File: config.mk
export PLATFORM = sky130hd
export DESIGN_NAME = dfl_top
export DESIGN_NICKNAME = d
export VERILOG_FILES = /design/src/design/dfl_sticky.v /design/src/design/dfl_cyc.v /design/src/design/dfl_top.v
export VERILOG_INCLUDE_DIRS = /design/src /design/src/design
export SDC_FILE = /design/constraint.sdc
export NUM_CORES = 1
export LEC_CHECK = 0
export ABC_AREA = 1
export ABC_CLOCK_PERIOD_IN_PS = 12030
export BUFFER_PORTS_ARGS = -buffer_cell sky130_fd_sc_hd__buf_2
export CORE_UTILIZATION = 46
export CTS_CLUSTER_DIAMETER = 120
export CTS_CLUSTER_SIZE = 40
export DETAILED_ROUTE_END_ITERATION = 16
export PLACE_DENSITY = 0.68
export SKIP_LAST_GASP = 1
export SLEW_MARGIN = 20
export SYNTH_ARGS = -nofsm -noshare
export SYNTH_HDL_FRONTEND = slang
export SYNTH_SLANG_ARGS = --single-unit
File: constraint.sdc
create_clock -name pclk -period 12.03 [get_ports pclk]
set_input_delay 1.203 -clock pclk [delete_from_list [all_inputs] [get_ports pclk]]
set_output_delay 1.203 -clock pclk [all_outputs]
set_load 0.005 [all_outputs]
File: src/design/dfl_map.vh
// Purpose: Register indexes, reset values, field positions for the fan threshold loop
// Assumes: Byte address of a register is four times its index
// Notes: Temperature codes are degrees Celsius plus 64
`ifndef DFL_MAP_VH
`define DFL_MAP_VH

// Register indexes
`define DFL_IDX_CYCLE 8'h0C
`define DFL_IDX_OP1 8'h5A
`define DFL_IDX_OP2 8'h5B
`define DFL_IDX_HYST 8'h64
`define DFL_IDX_TMIN1 8'h70
`define DFL_IDX_TMIN2 8'h71
`define DFL_IDX_LOW1 8'h72
`define DFL_IDX_LOW2 8'h73
`define DFL_IDX_HIGH1 8'h74
`define DFL_IDX_HIGH2 8'h75
`define DFL_IDX_CRIT1 8'h76
`define DFL_IDX_CRIT2 8'h77
`define DFL_IDX_RANGE 8'h78
`define DFL_IDX_CTRL 8'h79
`define DFL_IDX_STATUS 8'h7A
`define DFL_IDX_MASK 8'h7B

// Reset values
`define DFL_RST_OP 8'hA4
`define DFL_RST_HYST 8'h40
`define DFL_RST_CYCLE 8'h00
`define DFL_RST_TMIN 8'h8C
`define DFL_RST_LOW 8'h82
`define DFL_RST_HIGH 8'h9A
`define DFL_RST_CRIT 8'hA4
`define DFL_RST_RANGE 8'h22
`define DFL_RST_CTRL 8'h00
`define DFL_RST_MASK 8'h00

// Fields
`define DFL_HYST_MSB 7
`define DFL_HYST_LSB 4
`define DFL_CYC_R1_MSB 2
`define DFL_CYC_R1_LSB 0
`define DFL_CYC_R2_MSB 5
`define DFL_CYC_R2_LSB 3
`define DFL_RANGE_R1_MSB 2
`define DFL_RANGE_R1_LSB 0
`define DFL_RANGE_R2_MSB 6
`define DFL_RANGE_R2_LSB 4
`define DFL_STAT_W 4

// Loop constants
`define DFL_SHORT_LOG2 3
`define DFL_RISE_QUIET 10'h001
`define DFL_DUTY_FULL 8'hFF
`define DFL_DUTY_OFF 8'h00

`endif

File: src/design/dfl_sticky.v
// Purpose: Sticky event bits, cleared by a read of the bits that were read
// Assumes: Set and clear come from logic on pclk
// Notes: A set in the clearing cycle wins
`timescale 1ns/1ps
module dfl_sticky #(
  parameter W = 4
) (
  // Clock and reset
  input wire pclk,
  input wire presetn,
  // Events and clear
  input wire [W-1:0] set,
  input wire [W-1:0] clr,
  // State
  output reg [W-1:0] q
);

  always @(posedge pclk or negedge presetn)
  begin
    if (!presetn)
      q <= {W{1'b0}};
    else
      q <= (q & ~clr) | set;
  end

endmodule

File: src/design/dfl_cyc.v
// Purpose: Short and long cycle pulse generator for one channel
// Assumes: mon_tick is a one-cycle pulse per monitoring cycle
// Notes: Short cycle every 8 << code ticks, long cycle every second short
`timescale 1ns/1ps
`include "dfl_map.vh"
module dfl_cyc #(
  parameter CNT_W = 11
) (
  // Clock and reset
  input wire pclk,
  input wire presetn,
  // Timebase
  input wire mon_tick,
  input wire [2:0] cyc_sel,
  // Pulses
  output reg short_q,
  output reg long_q
);

  reg [CNT_W-1:0] cnt_q;
  reg half_q;
  wire [CNT_W-1:0] last_w;
  wire hit_w;

  assign last_w = ({{(CNT_W-1){1'b0}}, 1'b1} << (cyc_sel + `DFL_SHORT_LOG2)) - 1'b1;
  assign hit_w = mon_tick && (cnt_q >= last_w);

  always @(posedge pclk or negedge presetn)
  begin
    if (!presetn)
    begin
      cnt_q <= {CNT_W{1'b0}};
      half_q <= 1'b0;
      short_q <= 1'b0;
      long_q <= 1'b0;
    end
    else
    begin
      short_q <= hit_w;
      long_q <= hit_w && half_q;
      if (hit_w)
      begin
        cnt_q <= {CNT_W{1'b0}};
        half_q <= ~half_q;
      end
      else if (mon_tick)
        cnt_q <= cnt_q + 1'b1;
    end
  end

endmodule

File: src/design/dfl_top.v
// Purpose: Dynamic fan-on temperature loop for two remote channels with APB registers
// Assumes: Temperatures are 10-bit codes, degree code in [9:2], quarter degrees in [1:0]
// Notes: Zero wait state APB, unmapped index answers pslverr
//
// The APB interface to the registers was left to the implementer.
`timescale 1ns/1ps
`include "dfl_map.vh"
// Function
// - Temperature under low limit sets a sticky status flag and may raise the interrupt.
// - Temperature over high limit sets a sticky status flag and may raise the interrupt.
// - Fan-on temperature is where the channel's fan duty leaves zero.
// - Dynamic mode keeps each zone near its operating point by moving fan-on temperature.
// - Above the critical limit the fan duty goes full.
// - A range field sets the duty slope against temperature.
// - Zone below operating point with fan-on too low raises fan-on temperature.
// - Operating point exceeded with fan-on too high lowers fan-on temperature.
// - Two eight-bit operating point registers, one degree per step.
// - Operating points at 0x5A and 0x5B, reset to 0xA4.
// - Hysteresis in bits 7:4 of 0x64, reset 0x40.
// - Cycle code selects short cycle of 8 to 1024 ticks, long cycle twice that.
// - Short cycle above point minus hysteresis cuts fan-on by twice the rise, none if tiny.
// - Each long cycle above operating point cuts fan-on by one degree more.
// - Fan-on rises only when temp between fan-on and low limit, fan-on under high and point.
module dfl_top #(
  parameter AW = 10
) (
  // Clock and reset
  input wire pclk,
  input wire presetn,
  // APB slave
  input wire psel,
  input wire penable,
  input wire pwrite,
  input wire [AW-1:0] paddr,
  input wire [31:0] pwdata,
  output reg [31:0] prdata,
  output wire pready,
  output wire pslverr,
  // Monitoring timebase and measured temperatures
  input wire mon_tick,
  input wire [9:0] remote1_temp,
  input wire [9:0] remote2_temp,
  // Fan duty
  output wire [7:0] remote1_duty,
  output wire [7:0] remote2_duty,
  // Interrupt
  output wire irq
);

  // Registers
  reg [7:0] op_q [0:1];
  reg [7:0] tmin_q [0:1];
  reg [7:0] low_q [0:1];
  reg [7:0] high_q [0:1];
  reg [7:0] crit_q [0:1];
  reg [7:0] duty_q [0:1];
  reg [9:0] prev_q [0:1];
  reg [7:0] hyst_q;
  reg [7:0] cycle_q;
  reg [7:0] range_q;
  reg [7:0] ctrl_q;
  reg [7:0] mask_q;
  reg [7:0] rdata_d;
  reg mapped_d;
  integer i;
  integer j;

  // Bus decode
  wire [7:0] idx_w;
  wire setup_w;
  wire wr_w;
  wire rd_w;
  wire [`DFL_STAT_W-1:0] status_w;
  wire [`DFL_STAT_W-1:0] stat_set_w;
  reg [`DFL_STAT_W-1:0] stat_clr_q;

  // Per-channel loop signals
  wire [9:0] temp_w [0:1];
  wire [2:0] cyc_w [0:1];
  wire [2:0] rng_w [0:1];
  wire short_w [0:1];
  wire long_w [0:1];
  wire [7:0] tmin_hw [0:1];
  wire [7:0] duty_d [0:1];
  wire low_evt [0:1];
  wire high_evt [0:1];

  // Register index from the byte address
  assign idx_w = paddr[AW-1:2];
  assign setup_w = psel && !penable;
  assign wr_w = psel && penable && pwrite;
  assign rd_w = psel && penable && !pwrite;
  // No wait states
  assign pready = 1'b1;
  assign pslverr = psel && penable && !mapped_d;

  // Channel views
  assign temp_w[0] = remote1_temp;
  assign temp_w[1] = remote2_temp;
  assign cyc_w[0] = cycle_q[`DFL_CYC_R1_MSB:`DFL_CYC_R1_LSB];
  assign cyc_w[1] = cycle_q[`DFL_CYC_R2_MSB:`DFL_CYC_R2_LSB];
  assign rng_w[0] = range_q[`DFL_RANGE_R1_MSB:`DFL_RANGE_R1_LSB];
  assign rng_w[1] = range_q[`DFL_RANGE_R2_MSB:`DFL_RANGE_R2_LSB];

  // Duty outputs straight from flip-flops
  assign remote1_duty = duty_q[0];
  assign remote2_duty = duty_q[1];

  // Read mux and address map
  always @*
  begin
    rdata_d = 8'h00;
    mapped_d = 1'b1;
    case (idx_w)
      `DFL_IDX_CYCLE: rdata_d = cycle_q;
      `DFL_IDX_OP1: rdata_d = op_q[0];
      `DFL_IDX_OP2: rdata_d = op_q[1];
      `DFL_IDX_HYST: rdata_d = hyst_q;
      `DFL_IDX_TMIN1: rdata_d = tmin_q[0];
      `DFL_IDX_TMIN2: rdata_d = tmin_q[1];
      `DFL_IDX_LOW1: rdata_d = low_q[0];
      `DFL_IDX_LOW2: rdata_d = low_q[1];
      `DFL_IDX_HIGH1: rdata_d = high_q[0];
      `DFL_IDX_HIGH2: rdata_d = high_q[1];
      `DFL_IDX_CRIT1: rdata_d = crit_q[0];
      `DFL_IDX_CRIT2: rdata_d = crit_q[1];
      `DFL_IDX_RANGE: rdata_d = range_q;
      `DFL_IDX_CTRL: rdata_d = ctrl_q;
      `DFL_IDX_STATUS: rdata_d = {{(8-`DFL_STAT_W){1'b0}}, status_w};
      `DFL_IDX_MASK: rdata_d = mask_q;
      default: mapped_d = 1'b0;
    endcase
  end

  // Read data captured in setup, status bits read are cleared at the access edge
  always @(posedge pclk or negedge presetn)
  begin
    if (!presetn)
    begin
      prdata <= 32'h0000_0000;
      stat_clr_q <= {`DFL_STAT_W{1'b0}};
    end
    else
    begin
      if (setup_w && !pwrite)
        prdata <= {24'h00_0000, rdata_d};
      if (setup_w && !pwrite && idx_w == `DFL_IDX_STATUS)
        stat_clr_q <= status_w;
      // Any other setup drops a pending clear so it is never applied twice
      else if (setup_w || !psel)
        stat_clr_q <= {`DFL_STAT_W{1'b0}};
    end
  end

  // Configuration registers and fan-on temperature
  always @(posedge pclk or negedge presetn)
  begin
    if (!presetn)
    begin
      for (i = 0; i < 2; i = i + 1)
      begin
        op_q[i] <= `DFL_RST_OP;
        tmin_q[i] <= `DFL_RST_TMIN;
        low_q[i] <= `DFL_RST_LOW;
        high_q[i] <= `DFL_RST_HIGH;
        crit_q[i] <= `DFL_RST_CRIT;
      end
      hyst_q <= `DFL_RST_HYST;
      cycle_q <= `DFL_RST_CYCLE;
      range_q <= `DFL_RST_RANGE;
      ctrl_q <= `DFL_RST_CTRL;
      mask_q <= `DFL_RST_MASK;
    end
    else
    begin
      // Write decode
      if (wr_w)
      begin
        case (idx_w)
          `DFL_IDX_CYCLE: cycle_q <= pwdata[7:0];
          `DFL_IDX_OP1: op_q[0] <= pwdata[7:0];
          `DFL_IDX_OP2: op_q[1] <= pwdata[7:0];
          `DFL_IDX_HYST: hyst_q <= {pwdata[`DFL_HYST_MSB:`DFL_HYST_LSB], 4'h0};
          `DFL_IDX_LOW1: low_q[0] <= pwdata[7:0];
          `DFL_IDX_LOW2: low_q[1] <= pwdata[7:0];
          `DFL_IDX_HIGH1: high_q[0] <= pwdata[7:0];
          `DFL_IDX_HIGH2: high_q[1] <= pwdata[7:0];
          `DFL_IDX_CRIT1: crit_q[0] <= pwdata[7:0];
          `DFL_IDX_CRIT2: crit_q[1] <= pwdata[7:0];
          `DFL_IDX_RANGE: range_q <= pwdata[7:0];
          `DFL_IDX_CTRL: ctrl_q <= {6'h00, pwdata[1:0]};
          `DFL_IDX_MASK: mask_q <= {{(8-`DFL_STAT_W){1'b0}}, pwdata[`DFL_STAT_W-1:0]};
          default: ;
        endcase
      end
      // Bus write to fan-on wins over the loop update
      for (i = 0; i < 2; i = i + 1)
      begin
        if (wr_w && idx_w == (`DFL_IDX_TMIN1 + i[7:0]))
          tmin_q[i] <= pwdata[7:0];
        else if (ctrl_q[i] && (short_w[i] || long_w[i]))
          tmin_q[i] <= tmin_hw[i];
      end
    end
  end

  // Loop and duty per channel
  genvar c;
  generate
    for (c = 0; c < 2; c = c + 1)
    begin : g_ch
      wire [7:0] ti;
      wire [10:0] thr;
      wire above_thr;
      wire [10:0] rise;
      wire rising;
      wire [9:0] cut;
      wire inc;
      wire [7:0] diff;
      wire [15:0] scaled;

      // Short and long cycle pulses
      dfl_cyc #(
        .CNT_W(11)
      ) u_cyc (
        .pclk(pclk),
        .presetn(presetn),
        .mon_tick(mon_tick),
        .cyc_sel(cyc_w[c]),
        .short_q(short_w[c]),
        .long_q(long_w[c])
      );

      // Whole degree code of the reading
      assign ti = temp_w[c][9:2];
      // Threshold is operating point minus hysteresis, in quarter degrees
      assign thr = {1'b0, op_q[c], 2'b00} - {5'b0_0000, hyst_q[`DFL_HYST_MSB:`DFL_HYST_LSB], 2'b00};
      assign above_thr = thr[10] || ({1'b0, temp_w[c]} > thr);
      // Rise since the previous short-cycle sample
      assign rise = {1'b0, temp_w[c]} - {1'b0, prev_q[c]};
      assign rising = !rise[10] && (rise[9:0] > `DFL_RISE_QUIET);
      // Decrease on short and long cycles, saturating at zero
      assign cut = ((short_w[c] && above_thr && rising) ? {1'b0, rise[9:1]} : 10'h000)
        + ((long_w[c] && ti > op_q[c]) ? 10'h001 : 10'h000);
      // Raise only on a long cycle with no cut
      assign inc = long_w[c] && ti > tmin_q[c] && ti < low_q[c]
        && tmin_q[c] < high_q[c] && tmin_q[c] < op_q[c];
      assign tmin_hw[c] = (cut != 10'h000) ?
        ((cut >= {2'b00, tmin_q[c]}) ? 8'h00 : (tmin_q[c] - cut[7:0])) :
        (inc ? (tmin_q[c] + 8'h01) : tmin_q[c]);

      // Duty curve: off below fan-on, slope from range, full above critical
      assign diff = ti - tmin_q[c];
      assign scaled = {8'h00, diff} << rng_w[c];
      assign duty_d[c] = (ti > crit_q[c]) ? `DFL_DUTY_FULL :
        (ti < tmin_q[c]) ? `DFL_DUTY_OFF :
        ((scaled[15:8] != 8'h00) ? `DFL_DUTY_FULL : scaled[7:0]);

      // Limit events on each monitoring tick
      assign low_evt[c] = mon_tick && (ti < low_q[c]);
      assign high_evt[c] = mon_tick && (ti > high_q[c]);
    end
  endgenerate

  // Short-cycle sample and registered duty, one process for both channels
  always @(posedge pclk or negedge presetn)
  begin
    if (!presetn)
    begin
      for (j = 0; j < 2; j = j + 1)
      begin
        prev_q[j] <= 10'h000;
        duty_q[j] <= `DFL_DUTY_OFF;
      end
    end
    else
    begin
      for (j = 0; j < 2; j = j + 1)
      begin
        if (short_w[j])
          prev_q[j] <= temp_w[j];
        duty_q[j] <= duty_d[j];
      end
    end
  end

  // Status: bit 0 low, 1 high, 2 low, 3 high
  assign stat_set_w = {high_evt[1], low_evt[1], high_evt[0], low_evt[0]};

  // Sticky status, set wins over the read clear
  dfl_sticky #(
    .W(`DFL_STAT_W)
  ) u_status (
    .pclk(pclk),
    .presetn(presetn),
    .set(stat_set_w),
    .clr(stat_clr_q & {`DFL_STAT_W{rd_w}}),
    .q(status_w)
  );

  // Level interrupt from unmasked sticky bits
  assign irq = |(status_w & mask_q[`DFL_STAT_W-1:0]);

endmodule

**Word-level counts from Yosys, hierarchy flattened**

Index checks and enable logic that the tools add are counted.

- Register bits after elaboration: 186
- Bits in latches: 0
- Bits in writable memories: 0
- Bits in read-only memories: 0
- Logic and storage cells: 201
- Memories: 0

- $add $sub $neg: 18
- Multiply operators: 0
- Divide/modulo/power cells: 0
- Order comparisons: 24
- Equal/unequal tests: 16
- Shift-type cells: 4
- Mux-type cells: 28
- Bitwise operators: 7
- Reductions and logical operators: 74

Operators by type and width:

| cell | count |
|---|---|
| $mux 8 | 16 |
| $pmux 8 s16 | 1 |
| $eq 8x7->1 const B | 15 |
| $gt 8x8->1 | 8 |
| $lt 8x8->1 | 8 |
| $shl 1x32->11 const A | 2 |
| $mux 11 | 4 |
| $logic_and 1x1->1 | 35 |
| $shl 8x3->16 | 2 |
| $sub 8x8->8 | 4 |
| $reduce_and 2->1 | 15 |
| $add 11x1->11 const B | 2 |
| $ge 11x11->1 | 2 |
| $gt 10x11->1 | 2 |
| $sub 10x10->11 | 2 |
| $sub 10x6->11 | 2 |
| $sub 11x1->11 const B | 2 |
| $add 9x1->10 | 2 |
| $ge 10x8->1 | 2 |
| $gt 10x1->1 const B | 2 |
| $reduce_bool 10->1 | 2 |
| $mux 9 | 2 |
| $add 8x1->8 const B | 2 |
| $reduce_bool 8->1 | 2 |
| 14 further kinds | 35 |

**Depth between registers and ports, before layout**

- Depth after elaboration: 12
- Depth in mapped cells: 43
- Depth with buffers taken out: 42

**Cells and area by module**

From an unflattened synthesis, not the netlist that was laid out.

- Cell total of the unflattened synthesis: 2289
- Area, all modules: 16378.2 um^2

By module, submodules not included:

| module | instances | cells an instance | area each (um^2) |
|---|---|---|---|
| dfl_top | 1 | 1978 | 14083.5 |
| dfl_cyc (g_ch[0].u_cyc) | 1 | 146 | 1067.3 |
| dfl_cyc (g_ch[1].u_cyc) | 1 | 145 | 1067.3 |
| dfl_sticky | 1 | 20 | 160.2 |

**Worst setup path after synthesis**

OpenSTA, ideal clock, no wires.

- Path type: input to register
- Start point: input port remote1_temp[0]
- End point: register tmin_q[10] (netlist name)
- Library setup time: 0.060 ns
- Data arrival time: 5.173 ns
- Required time: 11.970 ns
- Path slack: 6.796 ns
- Stages: 36
- Path buffers: 1
- Cell sequence: inv_1 ha_1 fa_1 inv_1 nand3_1 nand2_1 nand2_1 nand2_1 nand2_1 nand2_1 a21o_2 o21ai_2 nor2_4 buf_6 inv_2 nor2_1 ha_1 inv_1 nor2_1 nand4_4 nand2_2 inv_2 ha_1 a21oi_1 o21ai_0 a21oi_1 nor2_1 o21ai_0 nand2_1 a21oi_1 inv_1 nor2_1 nand3_1 o21ai_1 nand2_1 nand2_1

- Cells in the longest elaborated chain, start to end: 11
- Elaborated cells between the ends (all ways): 19
- Classes of those cells: add/sub: 3; order compare: 3; mux: 5; reduce/logical: 8

RTL lines:

| what | RTL line | source |
|---|---|---|
| start, declared | dfl_top.v:41 | `input wire [9:0] remote1_temp,` |
| $sub 10x10->11 / $gt 10x11->1 (equally long branches) | dfl_top.v:240, dfl_top.v:238 |  |
| $gt 10x1->1 (no source line), or another cell as far along | - |  |
| $logic_and 1x1->1, on equally long branches | dfl_top.v:241, dfl_top.v:243 |  |
| $logic_and 1x1->1 | dfl_top.v:243 | `assign cut = ((short_w[c] && above_thr && rising) ? {1'b0, rise[9:1]} : 10'h000)` |
| $mux 9 * | dfl_top.v:243 |  |
| $add 9x1->10 * | dfl_top.v:244 | `+ ((long_w[c] && ti > op_q[c]) ? 10'h001 : 10'h000);` |
| $sub 8x8->8 / $ge 10x8->1 (equally long branches) | dfl_top.v:249 | `((cut >= {2'b00, tmin_q[c]}) ? 8'h00 : (tmin_q[c] - cut[7:0])) :` |
| $mux 8 | dfl_top.v:249 |  |
| $mux 8 | dfl_top.v:248 | `assign tmin_hw[c] = (cut != 10'h000) ?` |
| $mux 8 | dfl_top.v:201 | `else if (ctrl_q[i] && (short_w[i] \|\| long_w[i]))` |
| $mux 8 | dfl_top.v:199 | `` if (wr_w && idx_w == (`DFL_IDX_TMIN1 + i[7:0])) `` |
| end signal, assigned by index | dfl_top.v:163 | `` tmin_q[i] <= `DFL_RST_TMIN; `` |
| end signal, assigned by index | dfl_top.v:200 | `tmin_q[i] <= pwdata[7:0];` |
| end signal, assigned by index | dfl_top.v:202 | `tmin_q[i] <= tmin_hw[i];` |
| end, declared | dfl_top.v:52 | `reg [7:0] tmin_q [0:1];` |

Mark *: on every way between the ends. The rest lies on a longest branch, timed or not. The select of a mux whose other input is x is not followed.
A chain may end at the register's enable or synchronous reset.

**Worst setup path after layout**

- Start point: register hyst_q[5]
- End point: register tmin_q[10] (netlist name)

- Cells in the longest elaborated chain, start to end: 12
- Elaborated cells between the ends (all ways): 16
- Classes of those cells: add/sub: 3; order compare: 2; mux: 5; reduce/logical: 6

RTL lines:

| what | RTL line | source |
|---|---|---|
| start, declared | dfl_top.v:58 | `reg [7:0] hyst_q;` |
| start signal, assigned | dfl_top.v:168 | `` hyst_q <= `DFL_RST_HYST; `` |
| start signal, assigned | dfl_top.v:183 | `` `DFL_IDX_HYST: hyst_q <= {pwdata[`DFL_HYST_MSB:`DFL_HYST_LSB], 4'h0}; `` |
| $sub 10x6->11 * | dfl_top.v:237 | `` assign thr = {1'b0, op_q[c], 2'b00} - {5'b0_0000, hyst_q[`DFL_HYST_MSB:`DFL_HYST_LSB], 2'b00}; `` |
| $gt 10x11->1 | dfl_top.v:238 | `assign above_thr = thr[10] \|\| ({1'b0, temp_w[c]} > thr);` |
| $logic_or 1x1->1 * | dfl_top.v:238 |  |
| $logic_and 1x1->1 * (2 in series) | dfl_top.v:243 |  |
| $mux 9 * | dfl_top.v:243 |  |
| $add 9x1->10 * | dfl_top.v:244 |  |
| $sub 8x8->8 / $ge 10x8->1 (equally long branches) | dfl_top.v:249 |  |
| $mux 8 | dfl_top.v:249 |  |
| $mux 8 | dfl_top.v:248 |  |
| $mux 8 | dfl_top.v:201 |  |
| $mux 8 | dfl_top.v:199 |  |

Marked as above.

==> metrics.txt <==
status=finished clean; most common cell after layout, fill and taps aside=nand2_1; Static Leak=~8.5 nW; worst reg2reg path depth=38; Crit path top cell by count=nand2_1; reg2reg setup slack=5860 ps; largest net degree at the start of global routing=90; multi-input logic area=approximately 10000 um^2; worst clock skew=10.6 ps; Crit Path Max Fanout=14; synth top area cells=dfrtp_1 24%, ha_1 16%, nand2_1 12%; mean post-synth cell area=7.23 um^2; FF-to-FF Start=hyst_q[5]; Synth async-reset ratio=1.00; drt first-iter violations=1117; number of global-route vias before repair=14270; cts hold-fix bufs=0; CP Buf/Inv Count=5; WP data required=12420 ps; Core Rows=68; top_reg_cell synth=dfrtp_1; CP endpoint=tmin_q[10]; post-DR vias/cell=5.44; H-tree Lvls=4; synthesized instance count=approximately 2200; Clock Tree Buf Depth=2; highest routed layer=met4; most frequent cells in the layout=526 x nand2_1, 320 x inv_1, 218 x o21ai_0; Max Fclk=0.162 GHz; WL final=between 40000 and 50000 um; die area=36000 um^2; post-DP HPWL=~38000 um; PortBufs=between 60 and 70; share of layout cells above drive strength 1=0.0865; DR pass1 iterations=5; Max stage delay on crit path=about 590 ps; Period Utilization, post-route=0.512; RR Endpoint=tmin_q[10]; WP data arrival=6560 ps; Crit. Startpoint=hyst_q[5]; # Post-CTS Setup Buffers=0; Final GP Congestion=slightly below 1; Num CTS Buffers=17; Setup crit end kind=flip-flop; Ports=119; Die W=190 um; antenna fix cells=0; pwr dens=140 nW/um^2; clock root cell=clkbuf_16; fill cell count=3471; initial antenna violation count=0; setup TNS=0 ps; final hold viol count=0; WP depth=38; VDD IR-drop max=around 100 uV; Post-Syn Area=16200 um^2; #FFs+latches synth=around 190; Post-DRT Antenna Nets=0; Chip Height=190 um; max-slew violations=0; post-synthesis sequential area ratio=0.290; CP Launch Type=flip-flop; Rel. slew slack=0.300; met2 routed WL=approximately 21000 um; Worst Min Path Start=prdata[6]; Place WS=a little under 6000 ps; post-route setup slack=5860 ps; share of the synthesized area in the top cell type=0.236; post-CTS sizing=0; Tightest Pin Transition=1040 ps; all-layer global routing usage=0.275; final non-filler cell area=around 18000 um^2; area grow syn2layout=7.98%; Met3 Routed Length=3000 um; Power Total=0.00246 W; Ys Warns=0; first-pass GRT wire length=between 70000 and 80000 um; WL/cell=~17 um; initial core utilization=0.468; remaining global-route overflow=0; setup violation total in the final timing report=0; # DRC=0; number of flops mapped to enable cells by yosys=0; clk_lat worst skew=450 ps; Final min period=6170 ps; critical path's slowest cell=dfrtp_1; FF/Latch Area=4700 um^2; DR vias=15062; Nets=~2600; HP Class=reg2reg; area leader, netlist=dfrtp_1; core area=34600 um^2; RSZ-0062 raised after global routing=false; clock slew at reported path FFs=~70 ps; critical path's top delay family=simple AND/OR/NAND/NOR gates; Routed met1 length=22500 um; # clock sinks=about 190; CTS tree=built; critical path class=reg2reg; placed cell areas=around 17000 um^2; max-cap check violation count=0; hold slack=a little under 500 ps; Yosys cell types=66
[routing by layer]
layer	track usage	up-vias
met4	0.0803	0
li1	-	7466
met3	0.0470	79
met5	0	-
met1	0.377	7082
met2	0.444	435
[power by group]
group / switching, W / internal, W
clock: 0.000275 / 0.000290
combinational: 0.000751 / 0.000398
sequential: 0.0000493 / 0.000693
[synthesized netlist by cell type, drive strengths merged (11+ instances only)]
master / number
nand2: 539
inv: 331
o21ai: 231
ha: 211
nor2: 196
dfrtp: 153
a21oi: 132
nand3: 88
xor2: 45
nor3: 42
clkbuf: 33
dfstp: 33
nand4: 32
buf: 28
o22ai: 16
nor4: 13
nand3b: 12
a221oi: 11
[worst min-delay path, cell delays in order (launching register included)]
cell	delay [ps]
dfrtp_1	340
nand2_1	50
o21ai_0	60
[through the flow]
stage / util / std cells
6_report: 0.505 / 2768
5_1_grt: 0.505 / 2768
4_1_cts: 0.505 / 2768
3_5_place_dp: 0.489 / 2736
3_3_place_gp: 0.489 / 2736
2_1_floorplan: - / 2270
[worst min-delay path by stage]
stage                                to  slack, ps  cells after the start
after detailed placement  stat_clr_q[3]        460                      2
after global placement    stat_clr_q[3]        460                      2
after CTS                 stat_clr_q[3]        480                      2
after floorplan           stat_clr_q[0]        440                      2
final                         prdata[6]        480                      2
after global routing          high_q[4]        510                      2
[cells by family after synthesis]
kind of cell	after synthesis	share of synthesized area
buffers and inverters	395	0.0979
and+or+nand+nor	934	0.253
DFF	186	0.290
xor gates and xnor gates	55	0.0302
other	2	0.000463
muxes	2	0.00124
AOI/OAI and AO/OA	449	0.155
adders and majority gates	219	0.173
[state kept, by name, indices dropped and copies added (netlist names)]
register and cells:
g_ch.u_cyc.cnt_q 22, prev_q 20, crit_q 16, high_q 16, low_q 16, op_q 16, tmin_q 16, cycle_q 8
prdata 8, range_q 8, remote1_duty 8, remote2_duty 8, hyst_q 4, mask_q 4, stat_clr_q 4, u_status.q 4
ctrl_q 2, g_ch.u_cyc.half_q 2, g_ch.u_cyc.long_q 2, g_ch.u_cyc.short_q 2
[cell type report]
cell class	count	share of cell area
Clock buffer	18	0.0245
Timing Repair Buffer	72	0.0218
Clock inverter	14	0.00801
Sequential cell	186	0.268
Tap cell	455	0.0325
Inverter	334	0.0717
Multi-Input combinational cell	1689	0.573
Power figures use the tool's default switching activity.
